--- config.mk ---
export PLATFORM = sky130hd
export DESIGN_NAME = sfc_spi_ctrl
export DESIGN_NICKNAME = d
export VERILOG_FILES = /design/src/common/sfc_pkg.sv /design/src/logic/sfc_spi_ctrl.sv
export SDC_FILE = /design/constraint.sdc
export NUM_CORES = 1
export LEC_CHECK = 0
export ABC_AREA = 1
export BUFFER_PORTS_ARGS = -buffer_cell sky130_fd_sc_hd__buf_2
export CAP_MARGIN = 0
export CORE_MARGIN = 2
export CORE_UTILIZATION = 50
export DETAILED_ROUTE_END_ITERATION = 10
export PLACE_DENSITY = 0.75
export SLEW_MARGIN = 0
export SYNTH_ARGS = -nofsm -noshare
export SYNTH_HDL_FRONTEND = slang
export SYNTH_SLANG_ARGS = --single-unit
--- constraint.sdc ---
create_clock -name clk -period 3.1 [get_ports clk]
set_input_delay 0.155 -clock clk [delete_from_list [all_inputs] [get_ports clk]]
set_output_delay 0.155 -clock clk [all_outputs]
set_load 0.05 [all_outputs]
--- src/common/sfc_pkg.sv ---
// package: register map, field layout, reset values and state types of the spi fault/irq control block
`default_nettype none
package sfc_pkg;

   // ************************************************************
   // register indexes and byte addresses
   // ************************************************************
   // printed offsets are not all word aligned, so they are indexes and the byte address is four times the index
   localparam logic [9:0]  STATUS_IDX  = 10'h0C4;
   localparam logic [9:0]  DATA_IDX    = 10'h0C5;
   localparam logic [9:0]  CTRL_IDX    = 10'h0D4;
   localparam logic [11:0] STATUS_ADDR = {STATUS_IDX, 2'b00};
   localparam logic [11:0] DATA_ADDR   = {DATA_IDX, 2'b00};
   localparam logic [11:0] CTRL_ADDR   = {CTRL_IDX, 2'b00};

   // ************************************************************
   // control register fields
   // ************************************************************
   localparam int RATE_HI_BIT  = 7;
   localparam int EN_BIT       = 6;
   localparam int SELECT_DISABLE_BIT    = 5;
   localparam int MASTER_SELECT_BIT     = 4;
   localparam int CPOL_BIT     = 3;
   localparam int CPHA_BIT     = 2;
   localparam int RATE_MID_BIT = 1;
   localparam int RATE_LO_BIT  = 0;
   localparam logic [7:0] CTRL_RESET = 8'h14;

   // ************************************************************
   // status register fields
   // ************************************************************
   localparam int DONE_BIT    = 7;
   localparam int OVR_BIT     = 5;
   localparam int FAULT_BIT   = 4;
   localparam int TXE_BIT     = 3;
   localparam int LSBF_BIT    = 2;
   localparam int TXEIE_BIT   = 1;
   localparam int FAULTIE_BIT = 0;

   // ************************************************************
   // timing
   // ************************************************************
   localparam logic [6:0] HALF_BASE = 7'h02;   // half period of sck at the /4 rate, in clk cycles
   localparam logic [3:0] LAST_EDGE = 4'hF;    // sixteen sck edges make one byte
   localparam logic [1:0] AHB_NONSEQ = 2'b10;
   localparam logic [2:0] AHB_WORD   = 3'b010;

   // ************************************************************
   // types
   // ************************************************************
   typedef enum logic [0:0] {ST_IDLE = 1'b0, ST_RUN = 1'b1} sfc_phase_e;

   typedef struct packed {
      logic sck;
      logic mosi;
      logic miso;
      logic ssN;
   } sfc_pins_in_s;

   typedef struct packed {
      logic sckOut;
      logic sckOe;
      logic mosiOut;
      logic mosiOe;
      logic misoOut;
      logic misoOe;
   } sfc_pins_out_s;

   typedef struct packed {
      logic [7:0]    ctrl;
      logic          txeIe;
      logic          faultIe;
      logic          lsbFirst;
      logic          doneFlag;
      logic          ovrFlag;
      logic          faultFlag;
      logic          txEmpty;
      logic          doneArm;
      logic          faultArm;
      logic [7:0]    rxData;
      logic [7:0]    shift;
      logic [7:0]    txBuf;
      logic          txFull;
      logic          inBit;
      logic [3:0]    edgeCnt;
      sfc_phase_e    phase;
      logic          slvActive;
      logic [6:0]    divCnt;
      logic [2:0]    ssS;
      logic [2:0]    sckS;
      logic [2:0]    mosiS;
      logic [2:0]    misoS;
      logic          ssLvl;
      logic          sckLvl;
      logic          mosiLvl;
      logic          misoLvl;
      sfc_pins_out_s pins;
      logic          irq;
      logic          dph;
      logic          dWrite;
      logic [11:0]   dAddr;
      logic          hreadyout;
      logic          hresp;
      logic [31:0]   hrdata;
   } sfc_state_s;

   localparam sfc_state_s STATE_RESET = '{ctrl: CTRL_RESET, txEmpty: 1'b1, phase: ST_IDLE, ssS: 3'b111,
                                          ssLvl: 1'b1, hreadyout: 1'b1, default: '0};

endpackage
`default_nettype wire

--- src/logic/sfc_spi_ctrl.sv ---
// module: spi port with mode-fault and overrun detection, interrupt request and control register, ahb-lite slave
//
// Functional notes
// - master with select in use: select pin low sets the mode-fault flag.
// - master mode fault raises interrupt and clears enable and master-select bits.
// - mode fault clears by status read with flag set, then control write.
// - select disabled: no mode fault; master unselected, slave selected internally, except a slave with phase clear.
// - slave: select rising after low during a transfer sets mode fault.
// - slave transfer starts on select fall, ends when sck returns idle after bit eight.
// - select high: miso released, edge counter cleared, sck edges ignored.
// - byte completing while previous unread sets overrun, keeps old byte.
// - transfer done flag set at byte end; interrupts only with tx-empty enable clear.
// - tx-empty flag set when buffer free; interrupts only with its enable set.
// - mode fault is a third interrupt source, in master and slave modes.
// - control layout: rate high, enable, select-disable, master, polarity, phase, rate low two.
// - enable clear disables port and resets its internal state.
// - select-disable ignores select except in slave phase zero; blocks fault interrupts in every mode.
// - master-select clear makes a slave, set makes the sck-driving master.
// - polarity bit sets idle level of sck: clear low, set high.
// - phase clear samples on edge leaving idle, set on edge returning idle.
// - rate codes 001..110 divide by 4..128; 000 and 111 invalid.
// - status read clears the overrun flag.
// - data read or write after status read clears transfer done flag.
// - mode-fault interrupt enable in status register gates fault requests.
//
// Added by the designer: the AHB-Lite register port.
`timescale 1ns/100ps
`default_nettype none
module sfc_spi_ctrl
   import sfc_pkg::*;
(
   input  wire logic          clk,
   input  wire logic          reset,
   input  wire logic          hsel,
   input  wire logic [31:0]   haddr,
   input  wire logic [1:0]    htrans,
   input  wire logic          hwrite,
   input  wire logic [2:0]    hsize,
   input  wire logic [31:0]   hwdata,
   input  wire logic          hready,
   output var  logic          hreadyout,
   output var  logic          hresp,
   output var  logic [31:0]   hrdata,
   input  wire sfc_pins_in_s  pinsIn,
   output var  sfc_pins_out_s pinsOut,
   output var  logic          irq
);

   // ************************************************************
   // helpers
   // ************************************************************
   // a pin level is accepted only once the second and third stages agree
   function automatic logic settle(input logic [2:0] s, input logic lvl);
      settle = (s[1] == s[2]) ? s[2] : lvl;
   endfunction

   // lsb-first mode mirrors the byte on its way in and out of the shifter
   function automatic logic [7:0] order(input logic [7:0] b, input logic lsbFirst);
      logic [7:0] m;
      m = '0;
      for (int i = 0; i < 8; i++) begin
         m[i] = b[7 - i];
      end
      order = lsbFirst ? m : b;
   endfunction

   // half period of the master sck for the three rate bits; zero marks an invalid code
   function automatic logic [6:0] halfPeriod(input logic [2:0] code);
      if (code == 3'b000 || code == 3'b111) begin
         halfPeriod = '0;
      end else begin
         halfPeriod = 7'(HALF_BASE << (code - 3'b001));
      end
   endfunction

   // ************************************************************
   // state
   // ************************************************************
   sfc_state_s r;
   sfc_state_s n;

   logic       en;
   logic       master;
   logic       cpol;
   logic       cpha;
   logic       ssdisEff;
   logic       selected;
   logic       ssNow;
   logic       sckNow;
   logic       din;
   logic       edgeFire;
   logic       leading;
   logic       byteDone;
   logic [7:0] rxByte;
   logic [6:0] half;
   logic       accept;
   logic       statRd;
   logic       dataRd;
   logic       dataWr;
   logic       ctrlWr;
   logic       statWr;

   // ************************************************************
   // next state
   // ************************************************************
   always_comb begin
      n = r;
      en = r.ctrl[EN_BIT];
      master = r.ctrl[MASTER_SELECT_BIT];
      cpol = r.ctrl[CPOL_BIT];
      cpha = r.ctrl[CPHA_BIT];
      half = halfPeriod({r.ctrl[RATE_HI_BIT], r.ctrl[RATE_MID_BIT], r.ctrl[RATE_LO_BIT]});
      edgeFire = 1'b0;
      leading = 1'b0;
      byteDone = 1'b0;
      rxByte = '0;

      // three-stage synchronisers; only the settled levels are used below
      n.ssS = {r.ssS[1:0], pinsIn.ssN};
      n.sckS = {r.sckS[1:0], pinsIn.sck};
      n.mosiS = {r.mosiS[1:0], pinsIn.mosi};
      n.misoS = {r.misoS[1:0], pinsIn.miso};
      ssNow = settle(r.ssS, r.ssLvl);
      sckNow = settle(r.sckS, r.sckLvl);
      n.ssLvl = ssNow;
      n.sckLvl = sckNow;
      n.mosiLvl = settle(r.mosiS, r.mosiLvl);
      n.misoLvl = settle(r.misoS, r.misoLvl);

      // select-disable only counts for a slave when phase is one
      ssdisEff = r.ctrl[SELECT_DISABLE_BIT] & (master | cpha);
      selected = ssdisEff | ~ssNow;
      din = master ? r.misoLvl : r.mosiLvl;

      // bus decode: strobes act in the data phase, one wait state after the address phase
      accept = hsel & hready & (htrans == AHB_NONSEQ) & (hsize == AHB_WORD);
      statRd = r.dph & ~r.dWrite & (r.dAddr == STATUS_ADDR);
      dataRd = r.dph & ~r.dWrite & (r.dAddr == DATA_ADDR);
      dataWr = r.dph & r.dWrite & (r.dAddr == DATA_ADDR);
      ctrlWr = r.dph & r.dWrite & (r.dAddr == CTRL_ADDR);
      statWr = r.dph & r.dWrite & (r.dAddr == STATUS_ADDR);

      // bus data phase: read data, register writes and flag clears come first so that sets below win
      n.hreadyout = 1'b1;
      n.dph = 1'b0;
      if (r.dph && !r.dWrite) begin
         n.hrdata = '0;
         unique case (r.dAddr)
            STATUS_ADDR: n.hrdata[7:0] = {r.doneFlag, 1'b0, r.ovrFlag, r.faultFlag, r.txEmpty,
                                          r.lsbFirst, r.txeIe, r.faultIe};
            DATA_ADDR:   n.hrdata[7:0] = r.rxData;
            CTRL_ADDR:   n.hrdata[7:0] = r.ctrl;
            default:     n.hrdata = '0;                                 // unmapped reads as zero
         endcase
      end
      if (statRd) begin
         n.ovrFlag = 1'b0;
         n.doneArm = r.doneFlag;
         n.faultArm = r.faultFlag;
      end
      if ((dataRd || dataWr) && r.doneArm) begin
         n.doneFlag = 1'b0;
         n.doneArm = 1'b0;
      end
      if (statWr) begin
         n.lsbFirst = hwdata[LSBF_BIT];
         n.txeIe = hwdata[TXEIE_BIT];
         n.faultIe = hwdata[FAULTIE_BIT];
      end
      if (ctrlWr) begin
         n.ctrl = hwdata[7:0];
         if (r.faultArm) begin
            n.faultFlag = 1'b0;
            n.faultArm = 1'b0;
         end
      end
      if (accept) begin
         n.dph = 1'b1;
         n.dWrite = hwrite;
         n.dAddr = haddr[11:0];
         n.hreadyout = 1'b0;
      end

      // shift engine: a disabled port holds its shifter idle and forgets a byte in progress
      if (!en) begin
         n.phase = ST_IDLE;
         n.edgeCnt = '0;
         n.divCnt = '0;
         n.slvActive = 1'b0;
         n.pins.sckOut = cpol;
      end else if (master) begin
         // the master makes sck from the divider and starts as soon as a byte waits and the rate code is valid
         if (r.phase == ST_IDLE) begin
            n.pins.sckOut = cpol;
            if (r.txFull && half != '0) begin
               n.shift = order(r.txBuf, r.lsbFirst);
               n.txFull = 1'b0;
               n.phase = ST_RUN;
               n.divCnt = '0;
               n.edgeCnt = '0;
            end
         end else if (r.divCnt >= half - 7'h01) begin
            n.divCnt = '0;
            n.pins.sckOut = ~r.pins.sckOut;
            edgeFire = 1'b1;
         end else begin
            n.divCnt = r.divCnt + 7'h01;
         end
      end else begin
         // slave: deselection ends the byte at once and drops every sck edge
         if (!selected) begin
            n.edgeCnt = '0;
            n.phase = ST_IDLE;
         end else begin
            if (r.phase == ST_IDLE && r.txFull) begin
               n.shift = order(r.txBuf, r.lsbFirst);
               n.txFull = 1'b0;
            end
            if (sckNow != r.sckLvl) begin
               edgeFire = 1'b1;
               n.phase = ST_RUN;
               n.slvActive = 1'b1;
            end
         end
         if (r.ssLvl && !ssNow) begin
            n.slvActive = 1'b1;
         end
      end

      // one sck edge: the sampling edge catches a bit, the other one moves the shifter
      if (edgeFire) begin
         leading = ~r.edgeCnt[0];
         if (leading ^ cpha) begin
            n.inBit = din;
         end else if (r.edgeCnt != '0) begin
            n.shift = {r.shift[6:0], r.inBit};
         end
         if (r.edgeCnt == LAST_EDGE) begin
            // the sixteenth edge always returns sck to idle, so the byte ends here
            byteDone = 1'b1;
            rxByte = {r.shift[6:0], cpha ? din : r.inBit};
            n.shift = rxByte;
            n.phase = ST_IDLE;
            n.edgeCnt = '0;
            n.slvActive = 1'b0;
         end else begin
            n.edgeCnt = r.edgeCnt + 4'h1;
         end
      end

      // a finished byte is kept only if the last one was collected
      if (byteDone) begin
         if (n.doneFlag) begin
            n.ovrFlag = 1'b1;
         end else begin
            n.rxData = order(rxByte, r.lsbFirst);
            n.doneFlag = 1'b1;
         end
      end

      // slave mode fault: select lifted mid-transfer, even with no sck seen
      if (en && !master && !ssdisEff && r.slvActive && !r.ssLvl && ssNow) begin
         n.faultFlag = 1'b1;
         n.slvActive = 1'b0;
      end

      // master mode fault: another master pulls select low; the port shuts itself down
      if (en && master && !r.ctrl[SELECT_DISABLE_BIT] && !ssNow) begin
         n.faultFlag = 1'b1;
         n.ctrl[EN_BIT] = 1'b0;
         n.ctrl[MASTER_SELECT_BIT] = 1'b0;
         n.phase = ST_IDLE;
         n.edgeCnt = '0;
      end

      // a data write lands last so a load in the same cycle cannot swallow it; a full buffer is overwritten
      if (dataWr) begin
         n.txBuf = hwdata[7:0];
         n.txFull = 1'b1;
      end
      n.txEmpty = ~n.txFull;

      // pin drivers follow the shifter; miso floats whenever the slave is not selected
      n.pins.mosiOut = n.shift[7];
      n.pins.misoOut = n.shift[7];
      n.pins.sckOe = n.ctrl[EN_BIT] & n.ctrl[MASTER_SELECT_BIT];
      n.pins.mosiOe = n.ctrl[EN_BIT] & n.ctrl[MASTER_SELECT_BIT];
      n.pins.misoOe = n.ctrl[EN_BIT] & ~n.ctrl[MASTER_SELECT_BIT]
                      & ((n.ctrl[SELECT_DISABLE_BIT] & n.ctrl[CPHA_BIT]) | ~ssNow);

      // one level request from all enabled sources; tx-empty enable picks between the two data sources
      n.irq = (n.txeIe ? n.txEmpty : n.doneFlag)
              | (n.faultFlag & n.faultIe & ~n.ctrl[SELECT_DISABLE_BIT]);
   end

   // ************************************************************
   // registers
   // ************************************************************
   // the whole block state sits in one register; reset loads constants only
   always_ff @(posedge clk or posedge reset) begin
      if (reset) begin
         r <= STATE_RESET;
      end else begin
         r <= n;
      end
   end

   // every output is a field of the state register
   assign hreadyout = r.hreadyout;
   assign hresp = r.hresp;
   assign hrdata = r.hrdata;
   assign pinsOut = r.pins;
   assign irq = r.irq;

endmodule
`default_nettype wire

### Word-level counts from Yosys, hierarchy flattened

Index checks and enable logic that the tools add are counted.

| word-level totals | value |
|---|---|
| output and inout bits | 41 |
| word-level logic and storage cells | 199 |
| input bits | 78 |
| bits in registers | 100 |

| cells by class | value |
|---|---|
| mux-type cells | 76 |
| shift-type cells | 1 |
| $add $sub $neg | 4 |
| equality and inequality tests | 18 |
| bitwise logic cells | 31 |
| order comparisons | 1 |
| reductions and logical operators | 30 |

Operator list:

| cell | count |
|---|---|
| $mux W8 | 14 |
| $mux W7 | 6 |
| $mux W1 | 41 |
| $eq A12 B10 Y1 const B | 3 |
| $pmux W8 S3 | 1 |
| $mux W5 | 4 |
| $and A1 B1 Y1 | 17 |
| $mux W15 | 1 |
| $logic_and A1 B1 Y1 | 13 |
| $mux W13 | 1 |
| $ne A5 B3 Y1 const B | 2 |
| $not A1 Y1 | 9 |
| $mux W2 | 4 |
| $mux W4 | 2 |
| $reduce_and A2 Y1 | 4 |
| $add A7 B1 Y7 const B | 1 |
| $ge A7 B7 Y1 | 1 |
| $reduce_bool A7 Y1 | 1 |
| $shl A2 B3 Y7 const A | 1 |
| $sub A7 B1 Y7 const B | 1 |
| $logic_not A1 Y1 | 6 |
| $mux W6 | 1 |
| $ne A3 B2 Y1 const B | 2 |
| $ne A5 B2 Y1 const B | 1 |
| 17 further kinds | 24 |

### Logic depth before layout (Yosys ltp)

| depth | value |
|---|---|
| word-level depth | 13 |
| gate-level depth with buffers | 20 |
| gate-level depth less buffers | 19 |

### Worst setup path before layout

OpenSTA, ideal clock, no wires.

| timing path | value |
|---|---|
| kind | register to register |
| from | register r[120] (netlist bit) |
| to | register r[102] (netlist bit) |
| buffers on the path | 1 |
| data required time | 2.983 ns |
| arrival | 2.290 ns |
| setup slack | 0.693 ns |
| library setup time | 0.117 ns |
| stages on the path, launching flop included | 21 |
| clock period less this slack | 2.407 ns |
| path through | dfrtp_1 inv_1 nand2_1 nor2_1 inv_1 ha_1 inv_1 o22ai_1 o31ai_1 ha_1 nand2_1 inv_1 a21oi_1 nand2_1 nand2_1 nand2_4 buf_4 nand3_1 nand2_1 nand2_1 nand2_1 |

| on the way | value |
|---|---|
| longest elaborated chain between the ends | 11 |
| elaborated cells on any way between the ends | 16 |
| classes of those cells | 2 x add/sub; 1 x order compare; 1 x eq/ne; 1 x shift; 8 x mux; 3 x reduce/logical |

RTL lines:

| element | RTL line | text |
|---|---|---|
| from (decl) | sfc_spi_ctrl.sv:79 | `sfc_state_s r;` |
| from (signal assigned) | sfc_spi_ctrl.sv:304 | `r <= n;` |
| $sub A3 B1 Y3 (tied with other cells) | sfc_spi_ctrl.sv:72 | `halfPeriod = 7'(HALF_BASE << (code - 3'b001));` |
| $shl A2 B3 Y7 or $logic_or A1 B1 Y1 (tied branches) | sfc_spi_ctrl.sv:72, sfc_spi_ctrl.sv:69 |  |
| $mux W7 * | sfc_spi_ctrl.sv:69 | `if (code == 3'b000 \|\| code == 3'b111) begin` |
| $sub A7 B1 Y7 * | sfc_spi_ctrl.sv:202 | `end else if (r.divCnt >= half - 7'h01) begin` |
| $ge A7 B7 Y1 * | sfc_spi_ctrl.sv:202 |  |
| $mux W1 * | sfc_spi_ctrl.sv:202 |  |
| $mux W1 * | sfc_spi_ctrl.sv:193 | `if (r.phase == ST_IDLE) begin` |
| $mux W1 * | sfc_spi_ctrl.sv:191 | `end else if (master) begin` |
| $mux W1 * | sfc_spi_ctrl.sv:185 | `if (!en) begin` |
| $mux W8 or $mux W1 (tied branches) | sfc_spi_ctrl.sv:231 | `if (edgeFire) begin` |
| $mux W8 or $reduce_and A2 Y1 (tied branches) | n/a |  |

Every way passes the cells marked *; elsewhere a longest branch is shown, timed or not.
A chain may end at the register's enable or synchronous reset.

==> results.txt <==
global-route wire length before repair = 18.6 mm
Yosys cell types = 43
Hold Fails Final Rpt = 0
share of cells above drive strength 1 = 0.159
r2r endpoint = irq$_DFF_PP0_
# clock sinks = 99
die area = 11400 sq um
synth top area cells = dfrtp_1, nand2_1, buf_4
GP Congestion = 0.898
Critical Path Max Stage Delay = 0.46 ns
Post-Syn Area per Cell = 8.18 sq um
DRC = 0
worst reg-to-reg setup slack = 0.31 ns
CP top delay family = simple AND/OR/NAND/NOR gates
slowest CP cell = dfrtp_2
CP arrival = 3.02 ns
initial antenna violation count = 0
Clock Latency Late Sink = 0.36 ns
fin nets = 788
initial DRC count = 331
Critical Path RT = 3.32 ns
clock skew = 0.0103 ns
Placed Instance Area = 5460 sq um
Leak Pwr = 3.10 nW
DIE HEIGHT = 107 microns
Ports = 119
multi-input logic area = 2300 sq um
Hold Crit Class = input port to asynchronous set/reset pin
Buf+Inv Stages, Crit Path = 4
slew margin rel. = 0.312
period utilization = 0.902
Final Max Slew Viols = 0
Ys Warns = 0
top cell type by total area after synthesis = dfrtp_1
Core Region = 10300 sq um
# diodes = 0
critical path, cell by cell = inv_1 -> nand2_1 -> nor2_2 -> inv_1 -> ha_1 -> inv_1 -> o22ai_1 -> o31ai_1 -> ha_1 -> nand2_1 -> inv_1 -> a21oi_2 -> nand2_2 -> nand2_2 -> nand2_8 -> nand2_4 -> nand2_1 -> nand2_1 -> nand3_1
DRT antenna net count = 0
cell area after layout = 5870 sq um
Final Util = 0.572
VDD IR-drop max = 0.000287 V
Initial Util = 0.514
PortBufs = 49
minimum clock period = 2.79 ns
area delta synth->final = 11.3%
Fillers = 950
vias in the first global route = 4036
grt total ovfl = 0
Max Cap Viol = 0
Setup Total Neg Slack = 0 ns
f_max = 358 MHz
# setup viols final = 0
crit start category = register
vias = 4191
First-pass DRT Iterations = 4
largest net degree at the start of global routing = 87
setup ws final = 0.305 ns
cts bufs inserted = 9
crit path max fanout = 27
Reg clk slew, reported paths = 0.10 ns
RR Startpoint = r[120]$_DFFE_PP0P_
CTS tree = built
final wirelength = 10.9 mm
worst-margin pin slew = 1.03 ns
Root Buffer = clkbuf_8
synthesized flop and latch total = 99
post-synth top area share = 0.431
row count = 37
worst-case clock buffer depth = 2
WL/cell = 12.9 microns
total track usage = 0.203
status = complete, no violations
kind of critical path = register to register
Die X = 107 microns
register area = 2490 sq um
Worst R2R Path Depth = 19
RSZ-0062 raised after global routing = no
PD cells = 417 nW/um^2
cell area after synthesis = 5280 sq um
Synth Instances = 645
DP HPWL = 8.07 mm
Vias per Instance = 4.98
H-tree levels = 3
sequential cell area fraction in the yosys report = 0.471
Place WS = 0.156 ns
Worst Setup End Kind = register
==> cells in the final DEF, fill, tap and decap left out, drive strengths merged <==
cell type,synthesis,layout
dlygate4sd3,0,17
conb,1,25
o21a,1,1
xor2,7,7
clkinvlp,0,1
o22ai,2,2
o211ai,8,8
nor2,38,38
bufinv,0,1
nor3,10,10
clkinv,1,2
nand3b,1,1
dfstp,8,8
ha,10,10
o31ai,1,1
a21boi,1,1
clkbuf,5,10
inv,68,71
dfrtp,91,91
o21ai,46,46
mux2i,7,7
nand4,5,5
or2,3,3
mux2,6,6
a21oi,11,11
a31oi,1,1
buf,45,53
nor3b,3,3
maj3,2,2
nand2,210,210
nand3,51,51
xnor2,2,2
==> logic make-up (layout without fill, tap and decap cells) <==
| group | after synthesis | count (layout) | synth area share |
|---|---|---|---|
| compound gates | 71 | 71 | 0.0747 |
| xor+xnor | 9 | 9 | 0.0149 |
| fa+ha+maj | 12 | 12 | 0.0275 |
| buf+inv | 119 | 155 | 0.117 |
| flops | 99 | 99 | 0.471 |
| mux | 13 | 13 | 0.0289 |
| other cells | 1 | 25 | 0.000711 |
| simple gates | 321 | 321 | 0.265 |
==> per-stage QoR <==
stage	power, W	hold slack, ns	instances
after floorplan	0.00156	0.159	669
after global placement	0.00158	0.260	808
after detailed placement	0.00159	0.263	808
after CTS	0.00246	0.0299	841
after global routing	0.00255	0.0401	841
final	0.00245	0.0276	841
==> how the worst max path moves through the flow <==
stage / cells past startpoint / slack (ns) / endpoint / start
6_report: 19 / 0.31 / irq$_DFF_PP0_ / r[120]$_DFFE_PP0P_
5_1_grt: 19 / 0.02 / irq$_DFF_PP0_ / r[120]$_DFFE_PP0P_
2_1_floorplan: 1 / 0.37 / cpol$_DFFE_PP0P_ / reset
3_5_place_dp: 19 / 0.16 / irq$_DFF_PP0_ / r[120]$_DFFE_PP0P_
3_3_place_gp: 19 / 0.29 / irq$_DFF_PP0_ / r[120]$_DFFE_PP0P_
4_1_cts: 18 / 0.10 / r[108]$_DFFE_PP0P_ / r[120]$_DFFE_PP0P_
==> report_power, final <==
group	total [W]	switching (W)	internal (W)
clock	0.000871	0.000465	0.000406
combinational	0.000217	0.000154	0.0000627
sequential	0.00136	0.0000264	0.00134
total	0.00245	0.000646	0.00180
==> layout make-up <==
cell class	instances	share of cell area
clock buffer	10	0.0234
inverter	69	0.0445
multi-input combinational	451	0.391
tap	136	0.0290
timing repair buffer	70	0.0758
sequential	99	0.424
clock inverter	6	0.0121
==> Yosys cell counts (all sizes together) <==
cell type	count
nor3b	3
o22ai	2
maj3	2
or2	3
nand4	5
clkinv	1
o31ai	1
nor3	10
o21ai	46
xnor2	2
nand2	210
nor2	38
a21oi	11
ha	10
a21boi	1
clkbuf	5
inv	68
buf	45
nand3	51
o21a	1
o211ai	8
xor2	7
nand3b	1
mux2i	7
dfstp	8
conb	1
a31oi	1
mux2	6
dfrtp	91
==> timing repair <==
action	in CTS	in global routing
setup endpoints to repair	0	25
buffers inserted	0	0
gates resized for setup	0	10
endpoints found under the hold margin	17	0
hold buffers	17	0
==> state kept, by name, summed over array words and instances (netlist names) <==
signal     cells
cpha           1
cpol           1
en             1
hrdata         8
hreadyout      1
irq            1
master         1
n              8
pinsOut        4
r             73
==> metal layers <==
metal / wire (microns) / vias up / global-route usage
li1: - / 2102 / -
met1: 5170 / 1970 / 0.291
met2: 5120 / 101 / 0.324
met3: 388 / 18 / 0.0286
met4: 210 / 0 / 0.0584
met5: 0 / - / 0
==> worst register-to-register path: cells and delay by family (launching register included) <==
| family | cells | cell delay (ns) |
|---|---|---|
| AOI/OAI and AO/OA | 3 | 0.33 |
| DFF | 1 | 0.46 |
| and+or+nand+nor | 10 | 1.05 |
| buffers and inverters | 4 | 0.32 |
| adders and majority gates | 2 | 0.50 |
No activity file was read; power rests on OpenSTA's default activity.
